<file path="src/include/hpl_link_map.vh">
// constants for the phy side of the phy/link packet interface
`ifndef HPL_LINK_MAP_VH
`define HPL_LINK_MAP_VH

// control pair codes, device driving
`define HPL_CTL_IDLE     2'h0
`define HPL_CTL_STATUS   2'h1
`define HPL_CTL_RECEIVE  2'h2
`define HPL_CTL_GRANT    2'h3

// control pair codes, link driving
`define HPL_LCTL_IDLE    2'h0
`define HPL_LCTL_HOLD    2'h1
`define HPL_LCTL_XMIT    2'h2

// data line patterns
`define HPL_D_DATA_ON    8'hff
`define HPL_D_SPD_S100   8'h00
`define HPL_D_SPD_S200   8'h40
`define HPL_D_SPD_S400   8'h50
`define HPL_D_ZERO       8'h00

// speed code decode masks and keys
`define HPL_SPD_MASK_HI  8'hc0
`define HPL_SPD_MASK_LO  8'hf0
`define HPL_SPD_KEY_HI   8'h00

// speed selectors on the user side
`define HPL_SPEED_S100   2'h0
`define HPL_SPEED_S200   2'h1
`define HPL_SPEED_S400   2'h2

// idle cycles from the link that cancel a grant
`define HPL_CANCEL_IDLES 2'h2
`define HPL_ONE_IDLE     2'h1

// registered samples to skip after letting go of the pins
`define HPL_TURN_DONE    2'h2

// buffer geometry and reset values
`define HPL_BUF_W        9
`define HPL_BUF_LAST     8
`define HPL_CNT_FULL     2'h2
`define HPL_CNT_ZERO     2'h0

`endif

</file>
<file path="src/hpl_phy_link.v">
// phy side of the phy/link packet receive and transmit handshake
//
// Operation
// RULE_01 - receive starts by driving receive on the control pair, after idle.
// RULE_02 - data-on pattern, all ones, may precede the speed code for cycles.
// RULE_03 - one speed code cycle before data; s100, s200, s400; unused bits zero.
// RULE_04 - link decodes first non data-on byte, drops data on bad speed.
// RULE_05 - packet data follows speed code, receive held for every remaining cycle.
// RULE_06 - reception ends with idle, kept at least one cycle before anything else.
// RULE_07 - null packet: receive with data-on only, then idle, no speed code.
// RULE_08 - on winning arbitration drive grant one cycle, then one idle cycle.
// RULE_09 - after that idle cycle release control pair and data lines.
// RULE_10 - link drives idle, hold or transmit; at most one idle before hold.
// RULE_11 - link may hold a bounded number of cycles before transmit.
// RULE_12 - device sends data-prefix on the bus while link idles or holds.
// RULE_13 - link drives transmit with data until final bits sent.
// RULE_14 - link ends with hold or idle, one more idle, then releases.
// RULE_15 - ending hold means concatenation: wait packet gap, grant again.
// RULE_16 - speed fixed per ownership unless multispeed concat gives speed on hold.
// RULE_17 - link never concatenates s100 after a faster packet.
// RULE_18 - link releases with two idles; device drives idle one clock after.
// RULE_19 - after regaining interface device drives at least one idle cycle.
// RULE_20 - each direction change includes one extra clock period.
// RULE_22 - both sides launch and sample on rising clock, inputs registered.
// RULE_21 - a link bus request makes the device arbitrate before granting.
`include "hpl_link_map.vh"
`default_nettype none

// two-entry buffer: a stall by the drain side loses no word
module hpl_buf #(
   parameter W = 9
) (
   input  wire         clk,
   input  wire         rst,
   input  wire         in_valid,
   output wire         in_ready,
   input  wire [W-1:0] in_data,
   output wire         out_valid,
   input  wire         out_ready,
   output wire [W-1:0] out_data
);
   reg [W-1:0] mem [0:1];
   reg         wr_ptr;
   reg         rd_ptr;
   reg [1:0]   cnt;
   wire        push;
   wire        pop;

   assign in_ready  = (cnt != `HPL_CNT_FULL);
   assign out_valid = (cnt != `HPL_CNT_ZERO);
   assign out_data  = mem[rd_ptr];
   assign push      = in_valid & in_ready;
   assign pop       = out_valid & out_ready;

   // storage written by index, no reset needed on the data
   always @(posedge clk) begin
      if (push) begin
         mem[wr_ptr] <= in_data;
      end
   end

   // pointers and fill count
   always @(posedge clk or posedge rst) begin
      if (rst) begin
         wr_ptr <= 1'b0;
         rd_ptr <= 1'b0;
         cnt    <= `HPL_CNT_ZERO;
      end else begin
         if (push) wr_ptr <= ~wr_ptr;
         if (pop) rd_ptr <= ~rd_ptr;
         if (push & ~pop) cnt <= cnt + 2'h1;
         else if (pop & ~push) cnt <= cnt - 2'h1;
      end
   end
endmodule // hpl_buf

module hpl_phy_link (
   input  wire       clk,
   input  wire       rst,
   // link-facing pins
   input  wire [1:0] ctl_in,
   output reg  [1:0] ctl_out,
   output reg        ctl_oe,
   input  wire [7:0] d_in,
   output reg  [7:0] d_out,
   output reg        d_oe,
   input  wire       link_request_line,
   // serial bus receive side
   input  wire       rx_start,
   input  wire       rx_null,
   input  wire [1:0] rx_speed,
   input  wire       rx_valid,
   output wire       rx_ready,
   input  wire [7:0] rx_data,
   input  wire       rx_last,
   // arbitration and transmit side
   output reg        arb_req,
   input  wire       arb_won,
   input  wire [1:0] arb_speed,
   input  wire       gap_done,
   input  wire       multispeed_concat_enable,
   output reg        tx_prefix,
   output reg        tx_valid,
   output reg  [7:0] tx_data,
   output reg        tx_end,
   output reg        tx_concat,
   output reg  [1:0] tx_speed
);
   localparam ST_IDLE    = 4'h0;
   localparam ST_RX_ON   = 4'h1;
   localparam ST_RX_SPD  = 4'h2;
   localparam ST_RX_DATA = 4'h3;
   localparam ST_RX_END  = 4'h4;
   localparam ST_GRANT   = 4'h5;
   localparam ST_GIDLE   = 4'h6;
   localparam ST_LINK    = 4'h7;
   localparam ST_RETAKE  = 4'h8;
   localparam ST_CWAIT   = 4'h9;

   reg  [3:0] state;
   reg  [3:0] next_state;
   reg  [1:0] next_ctl;
   reg  [7:0] next_d;
   reg        next_oe;
   reg        pop;
   reg  [1:0] ctl_r;
   reg  [7:0] d_r;
   reg        req_r;
   reg        req_pend;
   reg        null_pend;
   reg  [7:0] rx_spd_code;
   reg        sent_last;
   reg        started;
   reg        ended;
   reg        concat_pend;
   reg        owned;
   reg  [1:0] idle_run;
   reg  [1:0] turn;
   reg  [1:0] hold_spd;
   wire       bq_valid;
   wire [8:0] bq_data;

   // receive words wait here until the speed code has gone out
   hpl_buf #(
      .W (`HPL_BUF_W)
   ) u_rxbuf (
      .clk       (clk),
      .rst       (rst),
      .in_valid  (rx_valid),
      .in_ready  (rx_ready),
      .in_data   ({rx_last, rx_data}),
      .out_valid (bq_valid),
      .out_ready (pop),
      .out_data  (bq_data)
   );

   // control and data pins registered before any decision
   always @(posedge clk or posedge rst) begin
      if (rst) begin
         ctl_r <= `HPL_LCTL_IDLE;
         d_r   <= `HPL_D_ZERO;
         req_r <= 1'b0;
      end else begin
         ctl_r <= ctl_in;                                  // [RULE_22]
         d_r   <= d_in;                                    // [RULE_22]
         req_r <= link_request_line;
      end
   end

   // speed code of the coming reception
   always @* begin
      case (rx_speed)
         `HPL_SPEED_S200: rx_spd_code = `HPL_D_SPD_S200;   // [RULE_03]
         `HPL_SPEED_S400: rx_spd_code = `HPL_D_SPD_S400;   // [RULE_03]
         default:         rx_spd_code = `HPL_D_SPD_S100;   // [RULE_03]
      endcase
   end

   // speed code the link puts on the data lines with its ending hold
   always @* begin
      if ((d_r & `HPL_SPD_MASK_HI) == `HPL_SPD_KEY_HI) hold_spd = `HPL_SPEED_S100;
      else if ((d_r & `HPL_SPD_MASK_LO) == `HPL_D_SPD_S200) hold_spd = `HPL_SPEED_S200;
      else hold_spd = `HPL_SPEED_S400;
   end

   // next state and the pin values to launch with it
   always @* begin
      next_state = state;
      next_ctl   = `HPL_CTL_IDLE;
      next_d     = `HPL_D_ZERO;
      next_oe    = 1'b1;
      pop        = 1'b0;
      case (state)
         ST_IDLE, ST_RX_END: begin
            // rx_end already gave one idle cycle; idle itself is the gap
            if (state == ST_RX_END) begin
               next_state = ST_IDLE;                       // [RULE_06]
            end else if (rx_start) begin
               next_state = ST_RX_ON;
               next_ctl   = `HPL_CTL_RECEIVE;              // [RULE_01]
               next_d     = `HPL_D_DATA_ON;                // [RULE_02]
            end else if (arb_won & req_pend) begin
               next_state = ST_GRANT;
               next_ctl   = `HPL_CTL_GRANT;                // [RULE_08]
            end
         end
         ST_RX_ON: begin
            if (null_pend) begin
               next_state = ST_RX_END;                     // [RULE_07]
            end else if (bq_valid) begin
               next_state = ST_RX_SPD;
               next_ctl   = `HPL_CTL_RECEIVE;
               next_d     = rx_spd_code;                   // [RULE_03]
            end else begin
               next_ctl   = `HPL_CTL_RECEIVE;
               next_d     = `HPL_D_DATA_ON;                // [RULE_02]
            end
         end
         ST_RX_SPD, ST_RX_DATA: begin
            if (state == ST_RX_DATA && sent_last) begin
               next_state = ST_RX_END;                     // [RULE_06]
            end else begin
               next_state = ST_RX_DATA;
               next_ctl   = `HPL_CTL_RECEIVE;              // [RULE_05]
               pop        = bq_valid;
               // an underrun repeats the last byte; the source must keep pace
               next_d     = bq_valid ? bq_data[7:0] : d_out; // [RULE_05]
            end
         end
         ST_GRANT: begin
            next_state = ST_GIDLE;                         // [RULE_08]
         end
         ST_GIDLE: begin
            next_state = ST_LINK;
            next_oe    = 1'b0;                             // [RULE_09] [RULE_20]
         end
         ST_LINK: begin
            next_oe = 1'b0;
            // first two registered samples are our own idle and the floating pins
            if (turn != `HPL_TURN_DONE) begin
               next_state = ST_LINK;                       // [RULE_20]
            end else if (ended && ctl_r == `HPL_LCTL_IDLE) begin
               next_state = ST_RETAKE;                     // [RULE_18]
               next_oe    = 1'b1;
            end else if (!started && ctl_r == `HPL_LCTL_IDLE && idle_run == `HPL_ONE_IDLE) begin
               next_state = ST_RETAKE;                     // [RULE_18]
               next_oe    = 1'b1;
            end
         end
         ST_RETAKE: begin
            next_state = concat_pend ? ST_CWAIT : ST_IDLE; // [RULE_19]
         end
         ST_CWAIT: begin
            if (gap_done) begin
               next_state = ST_GRANT;                      // [RULE_15]
               next_ctl   = `HPL_CTL_GRANT;
            end
         end
         default: begin
            next_state = ST_IDLE;
         end
      endcase
   end

   // state and launched pin values, all from flip-flops
   always @(posedge clk or posedge rst) begin
      if (rst) begin
         state   <= ST_IDLE;
         ctl_out <= `HPL_CTL_IDLE;
         d_out   <= `HPL_D_ZERO;
         ctl_oe  <= 1'b1;
         d_oe    <= 1'b1;
      end else begin
         state   <= next_state;
         ctl_out <= next_ctl;
         d_out   <= next_d;
         ctl_oe  <= next_oe;                               // [RULE_09]
         d_oe    <= next_oe;                               // [RULE_09]
      end
   end

   // receive bookkeeping: null request and last byte sent
   always @(posedge clk or posedge rst) begin
      if (rst) begin
         null_pend <= 1'b0;
         sent_last <= 1'b0;
      end else begin
         // a null request in the clearing cycle still wins
         if (rx_null) null_pend <= 1'b1;                   // [RULE_07]
         else if (next_state == ST_RX_END) null_pend <= 1'b0;
         if (pop) sent_last <= bq_data[`HPL_BUF_LAST];
         else if (state != ST_RX_DATA) sent_last <= 1'b0;
      end
   end

   // bus request from the link starts arbitration
   always @(posedge clk or posedge rst) begin
      if (rst) begin
         req_pend <= 1'b0;
         arb_req  <= 1'b0;
      end else begin
         if (link_request_line & ~req_r) req_pend <= 1'b1; // [RULE_21]
         else if (next_state == ST_GRANT && state != ST_CWAIT) req_pend <= 1'b0;
         arb_req <= (link_request_line & ~req_r) | (req_pend & ~(next_state == ST_GRANT)); // [RULE_21]
      end
   end

   // follow the link while it owns the interface
   always @(posedge clk or posedge rst) begin
      if (rst) begin
         started     <= 1'b0;
         ended       <= 1'b0;
         idle_run    <= `HPL_CNT_ZERO;
         turn        <= `HPL_CNT_ZERO;
         concat_pend <= 1'b0;
         owned       <= 1'b0;
         tx_prefix   <= 1'b0;
         tx_valid    <= 1'b0;
         tx_data     <= `HPL_D_ZERO;
         tx_end      <= 1'b0;
         tx_concat   <= 1'b0;
         tx_speed    <= `HPL_SPEED_S100;
      end else begin
         tx_valid  <= 1'b0;
         tx_end    <= 1'b0;
         tx_prefix <= 1'b0;
         if (state == ST_GRANT) begin
            started     <= 1'b0;
            ended       <= 1'b0;
            idle_run    <= `HPL_CNT_ZERO;
            concat_pend <= 1'b0;
            turn        <= `HPL_CNT_ZERO;
            // speed is fixed on the first grant of an ownership
            if (!owned) tx_speed <= arb_speed;             // [RULE_16]
            owned <= 1'b1;
         end else if (state == ST_LINK && turn != `HPL_TURN_DONE) begin
            // no prefix or idle count from pins the link does not drive yet
            turn <= turn + 2'h1;                           // [RULE_20]
         end else if (state == ST_LINK && !ended) begin
            if (ctl_r == `HPL_LCTL_XMIT) begin
               started  <= 1'b1;
               tx_valid <= 1'b1;                           // [RULE_13]
               tx_data  <= d_r;
            end else if (started) begin
               ended       <= 1'b1;                        // [RULE_14]
               tx_end      <= 1'b1;
               concat_pend <= (ctl_r == `HPL_LCTL_HOLD);   // [RULE_15]
               tx_concat   <= (ctl_r == `HPL_LCTL_HOLD);
               if (ctl_r == `HPL_LCTL_HOLD && multispeed_concat_enable) begin
                  tx_speed <= hold_spd;                    // [RULE_16]
               end
            end else begin
               tx_prefix <= 1'b1;                          // [RULE_12]
               if (ctl_r == `HPL_LCTL_IDLE) idle_run <= idle_run + 2'h1;
               else idle_run <= `HPL_CNT_ZERO;
            end
         end else if (state == ST_IDLE) begin
            owned     <= 1'b0;
            tx_concat <= 1'b0;
         end
      end
   end
endmodule // hpl_phy_link
`default_nettype wire

</file>
<file path="config.mk">
export PLATFORM = sky130hd
export DESIGN_NAME = hpl_phy_link
export DESIGN_NICKNAME = d
export VERILOG_FILES = /design/src/hpl_phy_link.v
export VERILOG_INCLUDE_DIRS = /design/src /design/src/include
export SDC_FILE = /design/constraint.sdc
export NUM_CORES = 1
export LEC_CHECK = 0
export BUFFER_PORTS_ARGS = -buffer_cell sky130_fd_sc_hd__buf_2
export CAP_MARGIN = 20
export CELL_PAD_IN_SITES_DETAIL_PLACEMENT = 2
export CELL_PAD_IN_SITES_GLOBAL_PLACEMENT = 2
export CORE_ASPECT_RATIO = 0.9
export CORE_MARGIN = 2
export CORE_UTILIZATION = 33
export CTS_BUF_LIST = sky130_fd_sc_hd__clkbuf_8 sky130_fd_sc_hd__clkbuf_16
export CTS_CLUSTER_SIZE = 10
export DETAILED_ROUTE_END_ITERATION = 10
export PLACE_DENSITY_LB_ADDON = 0.1
export SETUP_SLACK_MARGIN = 0.5
export SLEW_MARGIN = 20
export SYNTH_ARGS = -nofsm -noshare
export SYNTH_HDL_FRONTEND = slang
export SYNTH_SLANG_ARGS = --single-unit
export TNS_END_PERCENT = 20
</file>
<file path="constraint.sdc">
create_clock -name clk -period 1.7 [get_ports clk]
set_input_delay 0.085 -clock clk [delete_from_list [all_inputs] [get_ports clk]]
set_output_delay 0.085 -clock clk [all_outputs]
set_load 0.05 [all_outputs]
</file>
# Yosys cells after proc, flatten, opt, wreduce, memory -nomap -nowiden
# Memory sizes are Yosys's and may differ from the RTL's.
# Index checks and enable logic that the tools add are counted.
# word_totals
reg_bits	56
mem_bits_rw	18
inputBits	32
out_inout_bits	28
wordCells	203
memories	1
# op_classes
addsub	4
eq_ne	29
mux	93
bitwise_logic	16
reduce_logical	34
# memory_table
name	words	width	read_ports	rd_clocked_by_memory_dff	write_ports	line	text
u_rxbuf.mem	2	9	1	0	1	hpl_phy_link.v:42	reg [W-1:0] mem [0:1];
# op_table
cell	n
two-way mux 2 bit	25
two-way mux 8 bit	6
two-way mux 1 bit	46
two-way mux 4 bit	10
one-hot mux 4 bit (8 select lines)	1
== test 4 x 3 -> 1 bit (second input constant)	7
one-hot mux 8 bit (3 select lines)	1
nonzero test 2 bit	12
inequality test 2 bit (second input constant)	8
one-hot mux 7 bit (2 select lines)	1
AND reduction 4 bit	3
== test 4 x 2 -> 1 bit (second input constant)	2
== test 4 bit (second input constant)	2
logical AND 1 bit	8
logical NOT 8 bit	1
NOT 1 bit	8
one-hot mux 2 bit (4 select lines)	1
bitwise AND 1 bit	7
adder 2 x 1 -> 2 bit (second input constant)	3
== test 2 x 1 -> 1 bit (second input constant)	3
AND reduction 3 bit	2
AND reduction 6 bit	1
AND reduction 5 bit	1
== test 2 bit (second input constant)	2
other kinds (13)	15

# Depth between registers and ports, before layout
# Gate-level depths: netlist (run 1).
# depth
ltp_word	11
mapped_depth	7

# Hierarchy
# Synthesis (run 1) repeated with hierarchy kept, for this count alone.
# hier_totals
hier_cells	239
hier_area_um2	3099.2
# by_module_without_submodules
module	n_inst	cells_each	area_per_inst_um2	seq_area_each_um2
hpl_phy_link	1	192	2234.6	1302.5
hpl_buf	1	47	864.6	640.6

# Worst setup path before layout (run 1)
# Ideal clock, no wire load.
# synth_path
kind	reg2reg
startpoint	reg u_rxbuf.cnt[0]
endpoint	mem u_rxbuf.mem[0][0] (enable)
setup_time_ns	0.374
arrival_ns	1.475
required_time_ns	1.326
path_slack_ns	-0.150
stages_incl_launch_ff	4
period_less_slack_ns	1.850
cell_sequence	dfrtp_1 -> nand2b_1 -> nand2_1 -> nor2_1
# synth_via
elab_chain_len	4
# synth_lines
item	line	text
from (decl)	hpl_phy_link.v:45	reg [1:0] cnt;
from (signal assigned)	hpl_phy_link.v:67	cnt <= `HPL_CNT_ZERO;
from (signal assigned)	hpl_phy_link.v:71	if (push & ~pop) cnt <= cnt + 2'h1;
from (signal assigned)	hpl_phy_link.v:72	else if (pop & ~push) cnt <= cnt - 2'h1;
inequality test 2 bit (no line)	n/a	
net rx_ready	hpl_phy_link.v:93	output wire rx_ready,
bitwise AND 1 bit	hpl_phy_link.v:52	assign push = in_valid & in_ready;
two-way mux 1 bit	hpl_phy_link.v:57	if (push) begin
two-way mux 1 bit (not written as such)	hpl_phy_link.v:58	mem[wr_ptr] <= in_data;
to (decl)	hpl_phy_link.v:42	
# The timed path passes the listed nets, and every way through them passes these cells.

# Final worst setup path (run 1)
# layout_path
startpoint	reg state[2]
endpoint	reg d_out[3]
# layout_via
elab_chain_len	4
word_cells_on_any_way	12
cone_classes	eq/ne (5); mux (3); reduce/logical (4)
# layout_lines
item	line	text
from (decl)	hpl_phy_link.v:120	reg [3:0] state;
from (signal assigned)	hpl_phy_link.v:274	state <= next_state;
== test 4 x 2 -> 1 bit	hpl_phy_link.v:193, hpl_phy_link.v:220	
logical AND 1 bit	hpl_phy_link.v:220	if (state == ST_RX_DATA && sent_last) begin
two-way mux 8 bit	hpl_phy_link.v:220	
one-hot mux 8 bit (3 select lines)	hpl_phy_link.v:193	case (state)
to (signal assigned)	hpl_phy_link.v:270	d_out <= `HPL_D_ZERO;
to (signal assigned)	hpl_phy_link.v:276	d_out <= next_d;
to (decl)	hpl_phy_link.v:85	output reg [7:0] d_out,
# Several ways; a longest one is shown, not always the timed one.
# A chain may end at the register's enable or synchronous reset.

==> impl_metrics.yaml, run 1 <==
run_status:
  status: "completed"
place:
  gp_congestion: 0.699
  placedInstanceArea_um2: 3700
  hpwl_mm: 5.38
  placedCellCount: 418
  port_buffers: 59
clock_network:
  cts-buffers-inserted: 9
  clock-root-buffer: "clkbuf_8"
  cts_tree: "done"
  clock_sinks: 74
  htreeDepth: 3
  clkSlewWorstSetupHoldPaths_ns: 0.09
  clock_latency_ns: 0.35
  clockBufferDepth: 2
detailed_routing:
  vias: 2210
  routed_wl_mm: 7.72
  wl_per_cell_um: 16.7
  drt-pass1-iter-count: 4
  drc: 0
  dr.first_iter.drc_count: 53
  postRouteAntennaNets: 0
  vias_per_cell: 4.78
finish:
  drive_gt1_share_pct: 45.0
  fin_area_um2: 4300
  syn_to_final_growth_pct: 38.0
  stdcell_count: 462
  nets: 371
  diodes: 0
critical_path:
  crit_type: "flop to flop"
  worstPathArrival_ns: 1.96
  cp.required_ns: 1.98
  endpoint_kind: "flop"
  path_max_fanout: 8
  startpoint_type: "flop"
floorplan:
  io_pins: 60
  die_h_um: 96.2
  initial_core_util_pct: 34.1
  coreArea_um2: 9130
  dieWidth_um: 106
  fp-row-count: 33
  die_area_um2: 10200
grt:
  grt_pass1_wl_mm: 12.6
  antenna_found_initial: 0
  globalRouteOverflowTotal: 0
  grt_max_degree: 57
  grt_use_total_pct: 16.3
  grt_pass1_vias: 2502
yosys:
  synth-main-ff-cell: "dfrtp_1"
  synth.top_cell.area_share_pct: 44.2
  syn_area_um2: 3110
  synth-seq-area-share_pct: 62.4
  synth_fp_nets: 267
  synth_edf_count: 18
  async_reset_ff_share_pct: 75.7
  yosys.area.top_type: "dfrtp_1"
  ys_warn_count: 0
  yosys-top-cells-area: "dfrtp_1, edfxtp_1, mux2_2"
  yosysUniqueCellTypes: 52
  synth_cells: 231
  synth.avg_cell_area_um2: 13.5
  ys_ff_latch: 74
job:
  cap_violations: 0
sta:
  relSlewSlack_pct: 61.5
  min_period_ns: 1.68
  max_slew.worst_pin.slew_ns: 0.574
  finalHoldViolCount: 0
  slew_viol_final: 0
  whs_ns: 0.0344
  max_freq_ghz: 0.596
  clock_skew_ns: 0.0126
  rsz0062_at_grt: "yes"
  setup_viol: 0
  finalCritPeriodShare_pct: 98.6
power:
  powerDensity_nw_per_um2: 1660
  power.leakage_uw: 0.00195
  ir_drop_mv: 0.756
worst_hold_path:
  min_path_type: "input pin to flop"
==> metrics by stage <==
| stage | setup TNS [ns] | setup WS, ns | power (uW) | utilization (%) |
|---|---|---|---|---|
| 6_report | 0 | 0.0235 | 7140 | 47.1 |
| 5_1_grt | -0.182 | -0.0324 | 7590 | 47.1 |
| 4_1_cts | 0 | 0.0241 | 7050 | 45.8 |
| 3_5_place_dp | -0.348 | -0.0476 | 5490 | 40.6 |
| 3_3_place_gp | 0 | 0.0272 | 5380 | 40.6 |
| 2_1_floorplan | 0 | 0.0290 | 4740 | - |
==> logic make-up (layout without fill, tap and decap cells) <==
| logic type | after synthesis | after routing | share of synthesized area, % |
|---|---|---|---|
| DFF | 74 | 74 | 62.4 |
| xor gates and xnor gates | 6 | 6 | 1.69 |
| and+or+nand+nor | 61 | 61 | 12.5 |
| AOI/OAI and AO/OA | 44 | 44 | 10.7 |
| buffers and inverters | 21 | 130 | 3.86 |
| adders and majority gates | 4 | 4 | 1.61 |
| muxes | 21 | 21 | 7.23 |
==> state kept, by name, indices dropped and copies added (netlist names), 2 cells and up <==
register	count
d_out	8
d_r	8
tx_speed	2
ctl_r	2
idle_run	2
u_rxbuf.mem	18
turn	2
ctl_out	2
tx_data	8
u_rxbuf.cnt	2
state	4
==> cells in the mapped netlist, drive strengths merged, types with 3 or more instances <==
cell    count
mux2       12
or4         3
dfrtp      55
nand3       4
a21oi       4
o21ai      13
nand2b      6
clkbuf      4
a22o        8
nand4b      3
edfxtp     18
or2         3
inv        11
xnor2       4
nor2       11
nand2      13
mux2i       9
and3        3
ha          4
buf         6
a21o        3
nor3b       3
==> cell usage in the layout (no fill, tap or decap), drive strengths merged, types with 11 or more instances in the layout <==
cell type    netlist  layout
nor2              11      11
inv               11      13
dfrtp             55      55
edfxtp            18      18
mux2              12      12
nand2             13      13
buf                6      80
clkbuf             4      11
dlygate4sd3        0      22
o21ai             13      13
==> worst max-delay path: stages, from the launching register on <==
cell and delay [ns]:
dfrtp_2 0.45, or4b_4 0.53, o32a_4 0.39, o21ai_1 0.10, a22o_1 0.15
==> repair_timing <==
item,4_1_cts,5_1_grt
endpoints found under the hold margin,87,0
gates resized for setup,4,32
pin swaps,3,10
hold buffers,22,0
setup buffers,5,1
endpoints found under the setup margin,65,65
==> power by group <==
group | switching [uW] | internal, uW
clock network | 706 | 731
registers | 350 | 2290
logic | 1800 | 1260
==> cell type report <==
type                       count  area, um^2
timing repair buffer         103         728
clock inverter                 6        71.3
inverter                      11        41.3
clock buffer                  10         138
sequential                    74        1950
multi-input combinational    136        1220
tap                          122         153
fill                         910        4830
==> path summary, 6_finish.rpt <==
kind	from	end	cells after the start	slack [ns]
max	state[2]	d_out[3]	4	0.02
max in group asynchronous	rst	d_oe	4	1.05
min	rx_valid	u_rxbuf.wr_ptr	3	0.03
max reg2reg	state[2]	d_out[3]	4	0.02
min in group asynchronous	rst	d_r[3]	4	0.33
min reg2reg	d_r[1]	tx_data[1]	1	0.49
==> per-layer routing <==
| layer | track usage (%) | vias to the layer above | wire length [um] |
|---|---|---|---|
| met5 | 0 | - | 0 |
| met2 | 28.3 | 35 | 4090 |
| met1 | 20.3 | 1121 | 3370 |
| met3 | 4.40 | 5 | 177 |
| met4 | 4.61 | 0 | 75 |
| li1 | - | 1049 | - |
No activity file was read; power rests on OpenSTA's default activity.
==> run 2: changes to the inputs <==
--- a/config.mk
+++ b/config.mk
@@ -11,12 +11,12 @@
 export CELL_PAD_IN_SITES_DETAIL_PLACEMENT = 2
 export CELL_PAD_IN_SITES_GLOBAL_PLACEMENT = 2
 export CORE_ASPECT_RATIO = 0.9
-export CORE_MARGIN = 2
+export CORE_MARGIN = 1.5
 export CORE_UTILIZATION = 33
 export CTS_BUF_LIST = sky130_fd_sc_hd__clkbuf_8 sky130_fd_sc_hd__clkbuf_16
 export CTS_CLUSTER_SIZE = 10
 export DETAILED_ROUTE_END_ITERATION = 10
-export PLACE_DENSITY_LB_ADDON = 0.1
+export PLACE_DENSITY = 0.73
 export SETUP_SLACK_MARGIN = 0.5
 export SLEW_MARGIN = 20
 export SYNTH_ARGS = -nofsm -noshare
==> impl_metrics.yaml, run 2 (synthesized netlist as in run 1, its figures left out) <==
clock_network:
  clock_latency_ns: 0.34
  clock-root-buffer: "clkbuf_8"
  clockBufferDepth: 2
  clkSlewWorstSetupHoldPaths_ns: 0.08
  htreeDepth: 3
  cts_tree: "done"
  clock_sinks: 74
  cts-buffers-inserted: 9
power:
  powerDensity_nw_per_um2: 1680
  power.leakage_uw: 0.00201
  ir_drop_mv: 0.764
finish:
  final_cell_mix: "buf_2, dfrtp_1, buf_4, dlygate4sd3_1, edfxtp_1"
  final_common_cell: "buf_2"
  registers.top_by_ff_count: "u_rxbuf.mem"
  syn_to_final_growth_pct: 41.1
  multi_input_area_um2: 1290
  drive_gt1_share_pct: 46.2
  nets: 377
  diodes: 0
  largest_reg_flops: 18
  fillers: 900
  final_util_pct: 48.1
  seq_area_um2: 1950
  stdcell_count: 468
critical_path:
  cpPeakStageDelay_ns: 0.53
  crit_type: "flop to flop"
  cp.required_ns: 1.98
  path_max_fanout: 8
  endpoint_kind: "flop"
  startpoint_type: "flop"
  path_cells: "or4b_4, o32a_4, o21ai_1, a22o_1"
  worstPathArrival_ns: 1.99
  critPathSlowestCell: "or4b_4"
grt:
  grt_use_total_pct: 18.3
  grt_max_degree: 33
  grt_pass1_vias: 2612
  grt_pass1_wl_mm: 13.9
  antenna_found_initial: 0
  globalRouteOverflowTotal: 0
detailed_routing:
  routed_wl_mm: 8.79
  vias_per_cell: 4.96
  drc: 0
  wl_per_cell_um: 18.8
  drt-pass1-iter-count: 4
  postRouteAntennaNets: 0
  dr.first_iter.drc_count: 57
  vias: 2321
sta:
  setup_viol: 2
  finalHoldViolCount: 0
  min_period_ns: 1.71
  slew_viol_final: 0
  rsz0062_at_grt: "yes"
  clock_skew_ns: 0.00939
  max_freq_ghz: 0.584
  relSlewSlack_pct: 73.9
  layout_setup_ws_ns: -0.0119
  finalCritPeriodShare_pct: 101
  max_slew.worst_pin.slew_ns: 0.390
floorplan:
  die_area_um2: 10000
  die_h_um: 95.2
  initial_core_util_pct: 34.1
  io_pins: 60
  coreArea_um2: 9130
  fp-row-count: 33
  dieWidth_um: 105
place:
  hpwl_mm: 5.75
  port_buffers: 59
  gp_congestion: 0.741
  placedCellCount: 421
job:
  cap_violations: 0
worst_hold_path:
  min_path_type: "input pin to flop"
run_status:
  violations: "negative setup slack"
  status: "finished, violations left"
## run 2: cell count changes in the layout (fill, tap and decap cells not counted), sizes merged
cell,change
buf,+7
clkinv,+3
clkbuf,-2
clkinvlp,-2
## run 2: repair_timing
| action | CTS | global route |
|---|---|---|
| setup buffers | 6 | 3 |
| hold buffers | 22 | 0 |
| hold endpoints to repair | 87 | 0 |
| endpoints found under the setup margin | 65 | 65 |
| pin swaps | 3 | 19 |
| resized for setup | 9 | 47 |
## run 2: final cells by class
type | count | area share [%]
flip-flops and latches | 74 | 44.4
multi-input cells | 136 | 29.4
repair buffers | 109 | 17.6
well taps | 122 | 3.47
clock buffers | 9 | 2.82
clock inverters | 7 | 1.42
inverters | 11 | 0.940
## run 2: worst paths after layout
kind | from | endpoint | slack, ns | cells after the start
hold / removal | rx_start | req_pend | 0.04 | 3
setup / recovery | state[1] | d_out[0] | -0.01 | 4
hold reg to reg | d_r[0] | tx_data[0] | 0.47 | 1
min in group asynchronous | rst | tx_valid | 0.24 | 3
setup reg to reg | state[1] | d_out[0] | -0.01 | 4
max in group asynchronous | rst | d_oe | 0.91 | 4
## run 2: routing by layer
| metal | wire, um | part of all wire, % | global-route usage (%) | vias up |
|---|---|---|---|---|
| li1 | - | - | - | 1059 |
| met5 | 0 | 0 | 0 | - |
| met3 | 261 | 3.0 | 4.31 | 11 |
| met1 | 3690 | 42 | 21.9 | 1202 |
| met2 | 4720 | 54 | 33.1 | 49 |
| met4 | 115 | 1.3 | 5.14 | 0 |
## run 2: power by group
part	internal [uW]	switching (uW)	leakage (uW)	total [uW]
clock network	664	664	0.000101	1330
registers	2300	385	0.000871	2680
logic	1430	1930	0.00104	3360
## run 2: per-stage QoR
step	total power, uW	TNS [ns]	setup WS [ns]	instance area [um^2]	hold slack (ns)
3_5_place_dp	5570	-0.478	-0.0529	3730	0.0342
2_1_floorplan	4740	0	0.0290	3200	0.116
6_report	7370	-0.0134	-0.0119	4390	0.0405
4_1_cts	7070	0	0.0147	4200	0.0164
5_1_grt	7780	-0.385	-0.0685	4390	0.0303
3_3_place_gp	5410	0	0.0136	3730	0.0244
## run 2: worst max-delay path, delay by kind of cell, from the launching register on
| kind | cells | cell delay (ns) |
|---|---|---|
| AO/OA/AOI/OAI | 3 | 0.66 |
| AND/OR/NAND/NOR | 1 | 0.53 |
| flip-flops | 1 | 0.45 |
